**src/logic/pmrc_pkg.sv**
```systemverilog
// Operation
// - A rail is off whenever its pin is low and its enable bit is 0.
// - Each rail pin has a filtered sense bit; sense bits raise no event.
// - Registers stay readable and writable while all rail pins are low.
// - Writing the reset register restores every control register to its default.
// - Each rail's power-up slot is reprogrammable through a register.
// - Lockout turns all rails off at once, discharges them, pulls supply-ok low.
// - Raising a converter target steps the reference one code per period.
// - Step size fixed; two-bit ramp field picks 1.33, 2.67, 5.33 or 10.67 us.
// - Target select 0 picks the primary code, 1 the alternate code.
// - A transition starts on select toggle or rewrite of the selected code.
// - Power-good is high while off, low on enable, high once level reached.
// - Power-good falls below 90 percent and recovers above 95 percent.
// - Live power-good bits ignore the assignment and gating bits.
// - Supply-ok is the AND of assigned power-goods, reset and ramp signals.
// - With reset assigned, supply-ok stays low through the power-up sequence.
// - With a ramp signal assigned, supply-ok stays low while that converter rises.
// - A set gating bit pulls supply-ok low whenever that rail is off.
// - Supply-ok is open drain; defaults assign buck two and reset, gate buck two.
// - A three-bit field delays supply-ok release, 0 ms to 512 ms, default 0.
// - Sources are edge detected both ways; converter over-currents only rising.
// - Detected events latch to 1; reading a latched register clears it.
// - Live source registers show the present state of each source.
// - A rail turns on once the sequencer passed its slot and pin or bit high.
// - While the supply is below lockout the control registers and sequencer are held reset; event history is kept.
package pmrc_pkg;

    // ------------------------------------------------------------------
    // Register map, byte addresses
    // ------------------------------------------------------------------
    localparam logic [7:0] A_ENABLE = 8'h00;
    localparam logic [7:0] A_SLOT   = 8'h04;
    localparam logic [7:0] A_PRIM   = 8'h08;
    localparam logic [7:0] A_ALT    = 8'h0C;
    localparam logic [7:0] A_TIME   = 8'h10;
    localparam logic [7:0] A_ASSIGN = 8'h14;
    localparam logic [7:0] A_GATE   = 8'h18;
    localparam logic [7:0] A_RESET  = 8'h1C;
    localparam logic [7:0] A_LIVE_A = 8'h20;
    localparam logic [7:0] A_LIVE_B = 8'h24;
    localparam logic [7:0] A_LAT_A  = 8'h28;
    localparam logic [7:0] A_LAT_B  = 8'h2C;
    localparam logic [7:0] A_STATUS = 8'h30;
    localparam logic [7:0] A_REF    = 8'h34;

    // ------------------------------------------------------------------
    // Field positions
    // ------------------------------------------------------------------
    localparam int F_GO   = 0;
    localparam int F_RATE = 2;
    localparam int F_DLY  = 4;
    localparam int SLOT_W = 3;
    localparam int CODE_W = 8;
    localparam int TMR_W  = 9;
    localparam int NSRC_A = 5;
    localparam int NSRC   = 11;
    localparam logic [10:0] RISE_ONLY = 11'h060;

    // ------------------------------------------------------------------
    // Timing
    // ------------------------------------------------------------------
    localparam int CLK_KHZ    = 25000;
    localparam int SLOT_US    = 128;
    localparam logic [11:0] SLOT_CYC = 12'(SLOT_US * CLK_KHZ / 1000);
    localparam int MS_CYC_DEF = CLK_KHZ;
    localparam int MS_W       = 20;
    localparam int RAMP0_NS   = 1330;
    localparam int RAMP1_NS   = 2670;
    localparam int RAMP2_NS   = 5330;
    localparam int RAMP3_NS   = 10670;
    localparam logic [2:0] SEQ_END = 3'h5;

    // Terminal count of the step timer, one step per period.
    function automatic logic [8:0] ramp_lim(input logic [1:0] r);
        int ns;
        case (r)
            2'h0:    ns = RAMP0_NS;
            2'h1:    ns = RAMP1_NS;
            2'h2:    ns = RAMP2_NS;
            default: ns = RAMP3_NS;
        endcase
        return 9'(ns * CLK_KHZ / 1000000 - 1);
    endfunction

    // Release delay in ms: 0, then 8 doubling up to 512.
    function automatic logic [9:0] dly_ms(input logic [2:0] c);
        return (c == 3'h0) ? 10'h000 : 10'(10'h004 << c);
    endfunction

    // ------------------------------------------------------------------
    // Types and reset values
    // ------------------------------------------------------------------
    typedef struct packed {
        logic [3:0]  en;
        logic [11:0] slot;
        logic [15:0] prim;
        logic [15:0] alt;
        logic [2:0]  dly;
        logic [1:0]  rate;
        logic [1:0]  go;
        logic [6:0]  asg;
        logic [3:0]  gate;
    } pmrc_ctrl_t;

    typedef struct packed {
        logic [3:0] pin;
        logic       lock;
        logic [3:0] up;
        logic [3:0] low;
        logic [3:0] oc;
        logic       warn;
        logic       trip;
        logic       okpin;
    } pmrc_in_t;

    typedef struct packed {
        pmrc_in_t    s1;
        pmrc_in_t    s2;
        pmrc_ctrl_t  c;
        logic [2:0]  pos;
        logic [11:0] scnt;
        logic [19:0] mcnt;
        logic [9:0]  dcnt;
        logic [15:0] cur;
        logic [17:0] rtmr;
        logic [3:0]  on;
        logic [3:0]  pg;
        logic [3:0]  dis;
        logic [10:0] prev;
        logic [10:0] lat;
        logic        rel;
        logic        oe;
        logic        rdy;
        logic        err;
        logic [31:0] rdata;
    } pmrc_st_t;

    // Codes 0x30 give 1.2 V and 0x18 give 0.9 V.
    localparam logic [15:0] CUR_RST = 16'h3030;
    localparam pmrc_ctrl_t CTRL_RST = '{
        en: 4'h0, slot: 12'h003, prim: 16'h3030, alt: 16'h1818,
        dly: 3'h0, rate: 2'h0, go: 2'h0, asg: 7'h12, gate: 4'h2};
    // History starts at the idle source levels, so reset raises no event.
    localparam pmrc_st_t ST_RST = '{c: CTRL_RST, cur: CUR_RST,
        pg: 4'hF, prev: 11'h00F, dis: 4'hF, oe: 1'b1, default: '0};

endpackage

```
**src/logic/pmrc_core.sv**
```systemverilog
`timescale 1ns/10ps
module pmrc_core #(
    parameter int unsigned MS_CYCLES = pmrc_pkg::MS_CYC_DEF
) (
    input  wire logic        CLK_I,
    input  wire logic        ARST_N_I,
    input  wire logic        CE_I,
    input  wire logic        PSEL_I,
    input  wire logic        PENABLE_I,
    input  wire logic        PWRITE_I,
    input  wire logic [7:0]  PADDR_I,
    input  wire logic [31:0] PWDATA_I,
    output logic [31:0]      PRDATA_O,
    output logic             PREADY_O,
    output logic             PSLVERR_O,
    input  wire logic [3:0]  RAIL_EN_PIN_I,
    input  wire logic        LOCKOUT_I,
    input  wire logic [3:0]  RAIL_UP_I,
    input  wire logic [3:0]  RAIL_LOW_I,
    input  wire logic [3:0]  OVERCUR_I,
    input  wire logic        THERM_WARN_I,
    input  wire logic        THERM_TRIP_I,
    input  wire logic        SUPPLY_OK_I,
    output logic             SUPPLY_OK_O,
    output logic             SUPPLY_OK_OE_O,
    output logic [3:0]       RAIL_ON_O,
    output logic [3:0]       DISCHARGE_O,
    output logic [15:0]      BUCK_REF_O
);

    // ------------------------------------------------------------------
    // State
    // ------------------------------------------------------------------
    pmrc_pkg::pmrc_st_t q;
    pmrc_pkg::pmrc_st_t n;
    pmrc_pkg::pmrc_in_t in_now;
    logic        setup;
    logic        acc;
    logic        hit;
    logic        rst_w;
    logic        tick;
    logic        and_ok;
    logic        done;
    logic [31:0] rd;
    logic [10:0] src;
    logic [10:0] edg;
    logic [10:0] clr;
    logic [15:0] tgt;
    logic [1:0]  rise;
    logic [8:0]  lim;
    logic [6:0]  gv;

    assign in_now = '{pin: RAIL_EN_PIN_I, lock: LOCKOUT_I, up: RAIL_UP_I,
        low: RAIL_LOW_I, oc: OVERCUR_I, warn: THERM_WARN_I,
        trip: THERM_TRIP_I, okpin: SUPPLY_OK_I};

    always_comb begin
        n     = q;
        rd    = '0;
        hit   = 1'b1;
        clr   = '0;
        rst_w = 1'b0;
        n.s1  = in_now;
        n.s2  = q.s1;
        done  = (q.pos == pmrc_pkg::SEQ_END);
        setup = PSEL_I && !PENABLE_I;
        acc   = PSEL_I && PENABLE_I && q.rdy;

        // --------------------------------------------------------------
        // Event detection
        // --------------------------------------------------------------
        src = {q.s2.trip, q.s2.warn, q.s2.oc, q.s2.lock, q.pg};
        edg = ((src ^ q.prev) & ~pmrc_pkg::RISE_ONLY)
            | (src & ~q.prev & pmrc_pkg::RISE_ONLY);

        // --------------------------------------------------------------
        // Converter reference ramps
        // --------------------------------------------------------------
        lim = pmrc_pkg::ramp_lim(q.c.rate);
        for (int b = 0; b < 2; b++) begin
            tgt[8*b +: 8] = q.c.go[b] ? q.c.alt[8*b +: 8]
                                      : q.c.prim[8*b +: 8];
            rise[b] = tgt[8*b +: 8] > q.cur[8*b +: 8];
            // Any change of the selected code reopens the ramp.
            if (tgt[8*b +: 8] == q.cur[8*b +: 8]) begin
                n.rtmr[9*b +: 9] = '0;
            end else if (q.rtmr[9*b +: 9] >= lim) begin
                n.rtmr[9*b +: 9] = '0;
                n.cur[8*b +: 8] = rise[b]
                    ? 8'(q.cur[8*b +: 8] + 8'h01)
                    : 8'(q.cur[8*b +: 8] - 8'h01);
            end else begin
                n.rtmr[9*b +: 9] = 9'(q.rtmr[9*b +: 9] + 9'h001);
            end
        end

        // --------------------------------------------------------------
        // Register read decode
        // --------------------------------------------------------------
        case (PADDR_I)
            pmrc_pkg::A_ENABLE: rd = 32'(q.c.en);
            pmrc_pkg::A_SLOT:   rd = 32'(q.c.slot);
            pmrc_pkg::A_PRIM:   rd = 32'(q.c.prim);
            pmrc_pkg::A_ALT:    rd = 32'(q.c.alt);
            pmrc_pkg::A_TIME:   rd = 32'({q.c.dly, q.c.rate, q.c.go});
            pmrc_pkg::A_ASSIGN: rd = 32'(q.c.asg);
            pmrc_pkg::A_GATE:   rd = 32'(q.c.gate);
            pmrc_pkg::A_RESET:  rd = '0;
            pmrc_pkg::A_LIVE_A: rd = 32'({q.s2.pin, 3'h0, src[4:0]});
            pmrc_pkg::A_LIVE_B: rd = 32'(src[10:5]);
            pmrc_pkg::A_LAT_A:  rd = 32'(q.lat[4:0]);
            pmrc_pkg::A_LAT_B:  rd = 32'(q.lat[10:5]);
            pmrc_pkg::A_STATUS: rd = 32'({q.s2.okpin, rise, done, q.on});
            pmrc_pkg::A_REF:    rd = 32'(q.cur);
            default:            hit = 1'b0;
        endcase
        // Reads are captured in setup, so pready needs no wait state.
        n.rdy   = setup;
        n.err   = setup && !hit;
        n.rdata = setup ? rd : '0;
        // Only bits already returned to the host are cleared; an edge that
        // lands after the data was captured waits for the next read.
        if (acc && !PWRITE_I && PADDR_I == pmrc_pkg::A_LAT_A) begin
            clr[4:0] = q.rdata[4:0];
        end
        if (acc && !PWRITE_I && PADDR_I == pmrc_pkg::A_LAT_B) begin
            clr[10:5] = q.rdata[5:0];
        end
        n.prev = src;
        // A new edge in the clearing cycle survives the clear.
        n.lat  = (q.lat & ~clr) | edg;

        // --------------------------------------------------------------
        // Power-up sequencer and rail enables
        // --------------------------------------------------------------
        if (!done) begin
            if (q.scnt == pmrc_pkg::SLOT_CYC - 12'h001) begin
                n.scnt = '0;
                n.pos  = 3'(q.pos + 3'h1);
            end else begin
                n.scnt = 12'(q.scnt + 12'h001);
            end
        end
        for (int i = 0; i < 4; i++) begin
            n.on[i] = (q.pos > q.c.slot[3*i +: 3])
                && (q.s2.pin[i] || q.c.en[i]);
            if (!n.on[i]) begin
                n.pg[i] = 1'b1;
            end else if (!q.on[i]) begin
                n.pg[i] = 1'b0;
            end else if (q.s2.low[i]) begin
                n.pg[i] = 1'b0;
            end else if (q.s2.up[i]) begin
                n.pg[i] = 1'b1;
            end
        end

        // --------------------------------------------------------------
        // Supply-ok combination and release delay
        // --------------------------------------------------------------
        gv     = {~rise, done, q.pg};
        and_ok = &(gv | ~q.c.asg);
        tick   = (q.mcnt == 20'(MS_CYCLES - 1));
        n.mcnt = tick ? '0 : 20'(q.mcnt + 20'h00001);
        if (!and_ok) begin
            // Restart the ms timer so the delay counts whole milliseconds.
            n.mcnt = '0;
            n.rel  = 1'b0;
            n.dcnt = '0;
        end else if (!q.rel) begin
            if (q.dcnt >= pmrc_pkg::dly_ms(q.c.dly)) begin
                n.rel = 1'b1;
            end else if (tick) begin
                n.dcnt = 10'(q.dcnt + 10'h001);
            end
        end
        n.oe  = !q.rel || (|(q.c.gate & ~q.on));
        n.dis = '0;

        // --------------------------------------------------------------
        // Register writes
        // --------------------------------------------------------------
        if (acc && PWRITE_I) begin
            case (PADDR_I)
                pmrc_pkg::A_ENABLE: n.c.en = PWDATA_I[3:0];
                pmrc_pkg::A_SLOT:   n.c.slot = PWDATA_I[11:0];
                pmrc_pkg::A_PRIM:   n.c.prim = PWDATA_I[15:0];
                pmrc_pkg::A_ALT:    n.c.alt = PWDATA_I[15:0];
                pmrc_pkg::A_TIME: begin
                    n.c.go   = PWDATA_I[pmrc_pkg::F_GO +: 2];
                    n.c.rate = PWDATA_I[pmrc_pkg::F_RATE +: 2];
                    n.c.dly  = PWDATA_I[pmrc_pkg::F_DLY +: 3];
                end
                pmrc_pkg::A_ASSIGN: n.c.asg = PWDATA_I[6:0];
                pmrc_pkg::A_GATE:   n.c.gate = PWDATA_I[3:0];
                pmrc_pkg::A_RESET:  rst_w = 1'b1;
                default:            rst_w = 1'b0;
            endcase
        end
        // A reset write acts like a fresh supply: defaults and new sequence.
        if (rst_w) begin
            n.c    = pmrc_pkg::CTRL_RST;
            n.pos  = '0;
            n.scnt = '0;
            n.cur  = pmrc_pkg::CUR_RST;
        end

        // --------------------------------------------------------------
        // Supply lockout; event history is kept so its edges are seen
        // --------------------------------------------------------------
        if (q.s2.lock) begin
            n.c    = pmrc_pkg::CTRL_RST;
            n.pos  = '0;
            n.scnt = '0;
            n.cur  = pmrc_pkg::CUR_RST;
            n.rtmr = '0;
            n.on   = '0;
            n.pg   = 4'hF;
            n.dis  = 4'hF;
            n.oe   = 1'b1;
            n.rel  = 1'b0;
            n.dcnt = '0;
        end
    end

    always_ff @(posedge CLK_I or negedge ARST_N_I) begin
        if (!ARST_N_I) begin
            q <= pmrc_pkg::ST_RST;
        end else if (CE_I) begin
            q <= n;
        end
    end

    assign PRDATA_O       = q.rdata;
    assign PREADY_O       = q.rdy;
    assign PSLVERR_O      = q.err;
    assign SUPPLY_OK_O    = 1'b0;
    assign SUPPLY_OK_OE_O = q.oe;
    assign RAIL_ON_O      = q.on;
    assign DISCHARGE_O    = q.dis;
    assign BUCK_REF_O     = q.cur;
endmodule

```
**config.mk**
```make
export PLATFORM = sky130hd
export DESIGN_NAME = pmrc_core
export DESIGN_NICKNAME = d
export VERILOG_FILES = /design/src/logic/pmrc_pkg.sv /design/src/logic/pmrc_core.sv
export SDC_FILE = /design/constraint.sdc
export NUM_CORES = 1
export LEC_CHECK = 0
export BUFFER_PORTS_ARGS = -buffer_cell sky130_fd_sc_hd__buf_2
export CAP_MARGIN = 20
export CORE_ASPECT_RATIO = 0.75
export CORE_MARGIN = 4
export CORE_UTILIZATION = 41
export CTS_CLUSTER_DIAMETER = 50
export CTS_CLUSTER_SIZE = 14
export DETAILED_ROUTE_END_ITERATION = 7
export PLACE_DENSITY = 0.64
export SYNTH_ARGS = -nofsm -noshare
export SYNTH_HDL_FRONTEND = slang
export SYNTH_SLANG_ARGS = --single-unit
```
**constraint.sdc**
```tcl
create_clock -name CLK_I -period 16.9 [get_ports CLK_I]
set_input_delay 2.535 -clock CLK_I [delete_from_list [all_inputs] [get_ports CLK_I]]
set_output_delay 2.535 -clock CLK_I [all_outputs]
set_load 0.03 [all_outputs]
```
==> results.yml <==
yosys:
  ys_top_cells_by_area: "dfrtp_1, ha_1, mux2_2, o21ai_0, dfstp_2"
  synth-edff-count: 0
  syn_avg_cell_area_um2: 9.20
  yosysSeqAreaShare_pct: 38.6
  ys.flop_type: "dfrtp_1"
  async_flop_share_pct: 100
  ys_ff_latch: 236
  ys_types: 87
  yosysTopAreaCell: "dfrtp_1"
  syn_area_mm2: 0.0154
  yosys_warnings: 0
  postSynthCellCount: 1674
  yosysTopAreaCellShare_pct: 34.0
setup_path:
  critPathArrivalTime_ns: 10.49
  crit_buf_inv: 3
  critPathLaunch: "q[162]$_DFFE_PN0P_"
  critPathRequiredTime_ns: 17.32
  cp_slowest_stage_delay_ns: 0.65
  crit_family: "adder cells"
  worstReg2RegStart: "q[162]$_DFFE_PN0P_"
  worstSetupPathType: "flip-flop to flip-flop"
  slowest_stage: "mux2i_1"
  crit_top_cell: "ha_1"
  path_max_fanout: 17
  endpoint_kind: "flip-flop"
  cp-start-kind: "flip-flop"
timing:
  fin_tns_setup_ns: 0
  skew_ns: 0.0218
  drv_slew: 0
  finalSetupViolations: 0
  max_freq_mhz: 99.3
  relSlewSlack_pct: 26.2
  min_period_ns: 10.07
  rsz0062_at_grt: "no"
  hold_viol_final: 0
  timing.final.crit_share_pct: 59.6
  tightest_slew_ns: 1.10
clock_network:
  cts_hold_buf: 0
  clock_latency_ns: 0.54
  post_cts_buffers: 0
  cts_root_buffer: "clkbuf_16"
  cts_tree: "built"
  cts_made_buffers: 25
  h-tree-depth: 1
  clk_path_buf_depth: 3
  clkSinkCount: 236
  clk_pin_slew_ns: 0.07
  postCtsResizedCells: 0
global_route:
  grt_use_total_pct: 20.5
  grt_pass1_vias: 12100
  grt_antenna_before_repair: 0
  overflow: 0
  grt_max_degree: 111
  grt_pass1_wl_mm: 67.8
min_path:
  hp-start: "PRDATA_O[13]$_DFFE_PN0P_"
  min_path_type: "flip-flop to flip-flop"
floorplan:
  start_util_pct: 41.5
  io_pins: 126
  row_count: 61
  die-area_mm2: 0.0408
  fp.dieW_um: 232
  die_height_um: 176
  core-area_mm2: 0.0371
cells_and_area:
  nets: 1880
  design_area_mm2: 0.0168
  final_core_utilization_pct: 45.3
  syn_to_final_growth_pct: 9.18
  antenna-diode-count: 0
  drive_gt1_share_pct: 16.1
routing:
  via_per_inst: 5.79
  first_iter_violations: 1234
  wire_per_inst_um: 19.2
  drt-total-wl_mm: 42.6
  firstDrtPassIters: 6
  vias: 12900
  drc: 0
  ant_nets: 0
run_status:
  status: "completed"
place:
  dpl_cell_area_mm2: 0.0160
  io_buffers: 92
  dp_hpwl_mm: 30.7
  place.gp.congestion: 0.890
flow_run:
  cap_violations: 0
pwr:
  power_density_mw_per_mm2: 157
  fin_total_pwr_w: 0.00264
  ir_drop_mv: 0.0807
  p_leak_nw: 7.65
-- sequential cells by signal (all words and copies together), names as in the netlist --
name	cells
gv	4
PSLVERR_O	1
DISCHARGE_O	1
BUCK_REF_O	16
n	27
SUPPLY_OK_OE_O	1
RAIL_ON_O	4
q	165
PREADY_O	1
PRDATA_O	16
-- where the power goes --
group / internal (W) / switching (W) / total, W
Combinational: 0.000514 / 0.000737 / 0.00125
Sequential: 0.000691 / 0.000132 / 0.000822
Clock: 0.000321 / 0.000242 / 0.000563
-- cells in the final DEF, fill, tap and decap left out, types with 9 or more instances in the layout --
cell       count
nand2b_1      47
dfrtp_1      209
nor3_1        17
nand3_1       44
a221oi_1      10
conb_1        19
nand3b_1      15
a31oi_1       37
nand2_1      173
o211ai_1       9
clkbuf_16     25
xor2_1        18
inv_1         76
o21a_1         9
xnor2_1       27
a22oi_1       24
o31ai_1       12
buf_4         17
a21o_1        33
nor2b_1       16
o2bb2ai_1     14
and3_1        36
and2_1        10
o21ai_0      155
mux2_2        73
nand4_1       14
nor2_1       106
dfstp_2       27
a21oi_1       58
mux2i_1       14
a222oi_1      14
ha_1         112
buf_2         90
-- per-layer routing --
| layer | vias to the layer above | GRT usage, % | share of wire, % |
|---|---|---|---|
| met1 | 6278 | 31.4 | 48 |
| met2 | 481 | 29.9 | 42 |
| met3 | 65 | 4.15 | 8.0 |
| li1 | 6048 | - | - |
| met4 | 0 | 4.46 | 2.2 |
| met5 | - | 0 | 0 |
-- through the flow --
| step | instances | hold WS [ns] | setup WS (ns) |
|---|---|---|---|
| detailed placement | 2176 | 0.468 | 7.04 |
| CTS | 2222 | 0.489 | 6.98 |
| global placement | 2176 | 0.462 | 7.15 |
| global route | 2222 | 0.509 | 6.22 |
| finish | 2222 | 0.486 | 6.83 |
| floorplan | 1691 | 0.448 | 8.05 |
-- cell type report --
cell class                      count  area, um^2
Inverter                           79         297
Timing Repair Buffer              108         593
Fill cell                        3576       20300
Sequential cell                   236        5940
Clock inverter                     11         131
Tap cell                          504         631
Clock buffer                       35         693
Multi-Input combinational cell   1249        8530
-- path summary, 6_finish.rpt --
check | endpoint | slack (ns) | depth (start not counted)
min in group asynchronous | q[116]$_DFFE_PN0P_ | 2.04 | 1
worst max-delay path | BUCK_REF_O[9]$_DFFE_PN0P_ | 6.83 | 38
worst min-delay path | PRDATA_O[13]$_DFFE_PN0P_ | 0.49 | 1
worst max register to register | BUCK_REF_O[9]$_DFFE_PN0P_ | 6.83 | 38
max in group asynchronous | n[221]$_DFFE_PN0P_ | 12.68 | 3
worst min register to register | PRDATA_O[13]$_DFFE_PN0P_ | 0.49 | 1
-- cells in the mapped netlist, drive strengths merged (10+ instances only) --
cell type / instances
nand2b: 47
xnor2: 27
o2bb2ai: 14
nand4: 14
inv: 79
a222oi: 14
o21ai: 164
o31ai: 12
nor2: 108
dfstp: 27
a21oi: 60
nand2: 174
a31oi: 37
nand3: 44
dfrtp: 209
a22oi: 24
buf: 70
a21o: 33
xor2: 18
mux2: 73
nor3: 17
mux2i: 14
and2: 10
clkbuf: 57
nand3b: 15
and3: 36
ha: 112
a221oi: 10
nor2b: 16
-- cell families (layout without fill, tap and decap cells) --
| kind of cell | count (synthesis) | after routing | share of synthesized area [%] |
|---|---|---|---|
| AO/OA/AOI/OAI | 460 | 460 | 19.7 |
| XOR/XNOR | 45 | 45 | 2.56 |
| buffers and inverters | 206 | 233 | 6.55 |
| adder cells (fa/ha/maj) | 115 | 115 | 9.49 |
| multiplexers | 87 | 87 | 6.25 |
| other | 2 | 19 | 0.0488 |
| flip-flops | 236 | 236 | 38.6 |
| AND/OR/NAND/NOR | 523 | 523 | 16.8 |
No activity file was read; power rests on OpenSTA's default activity.
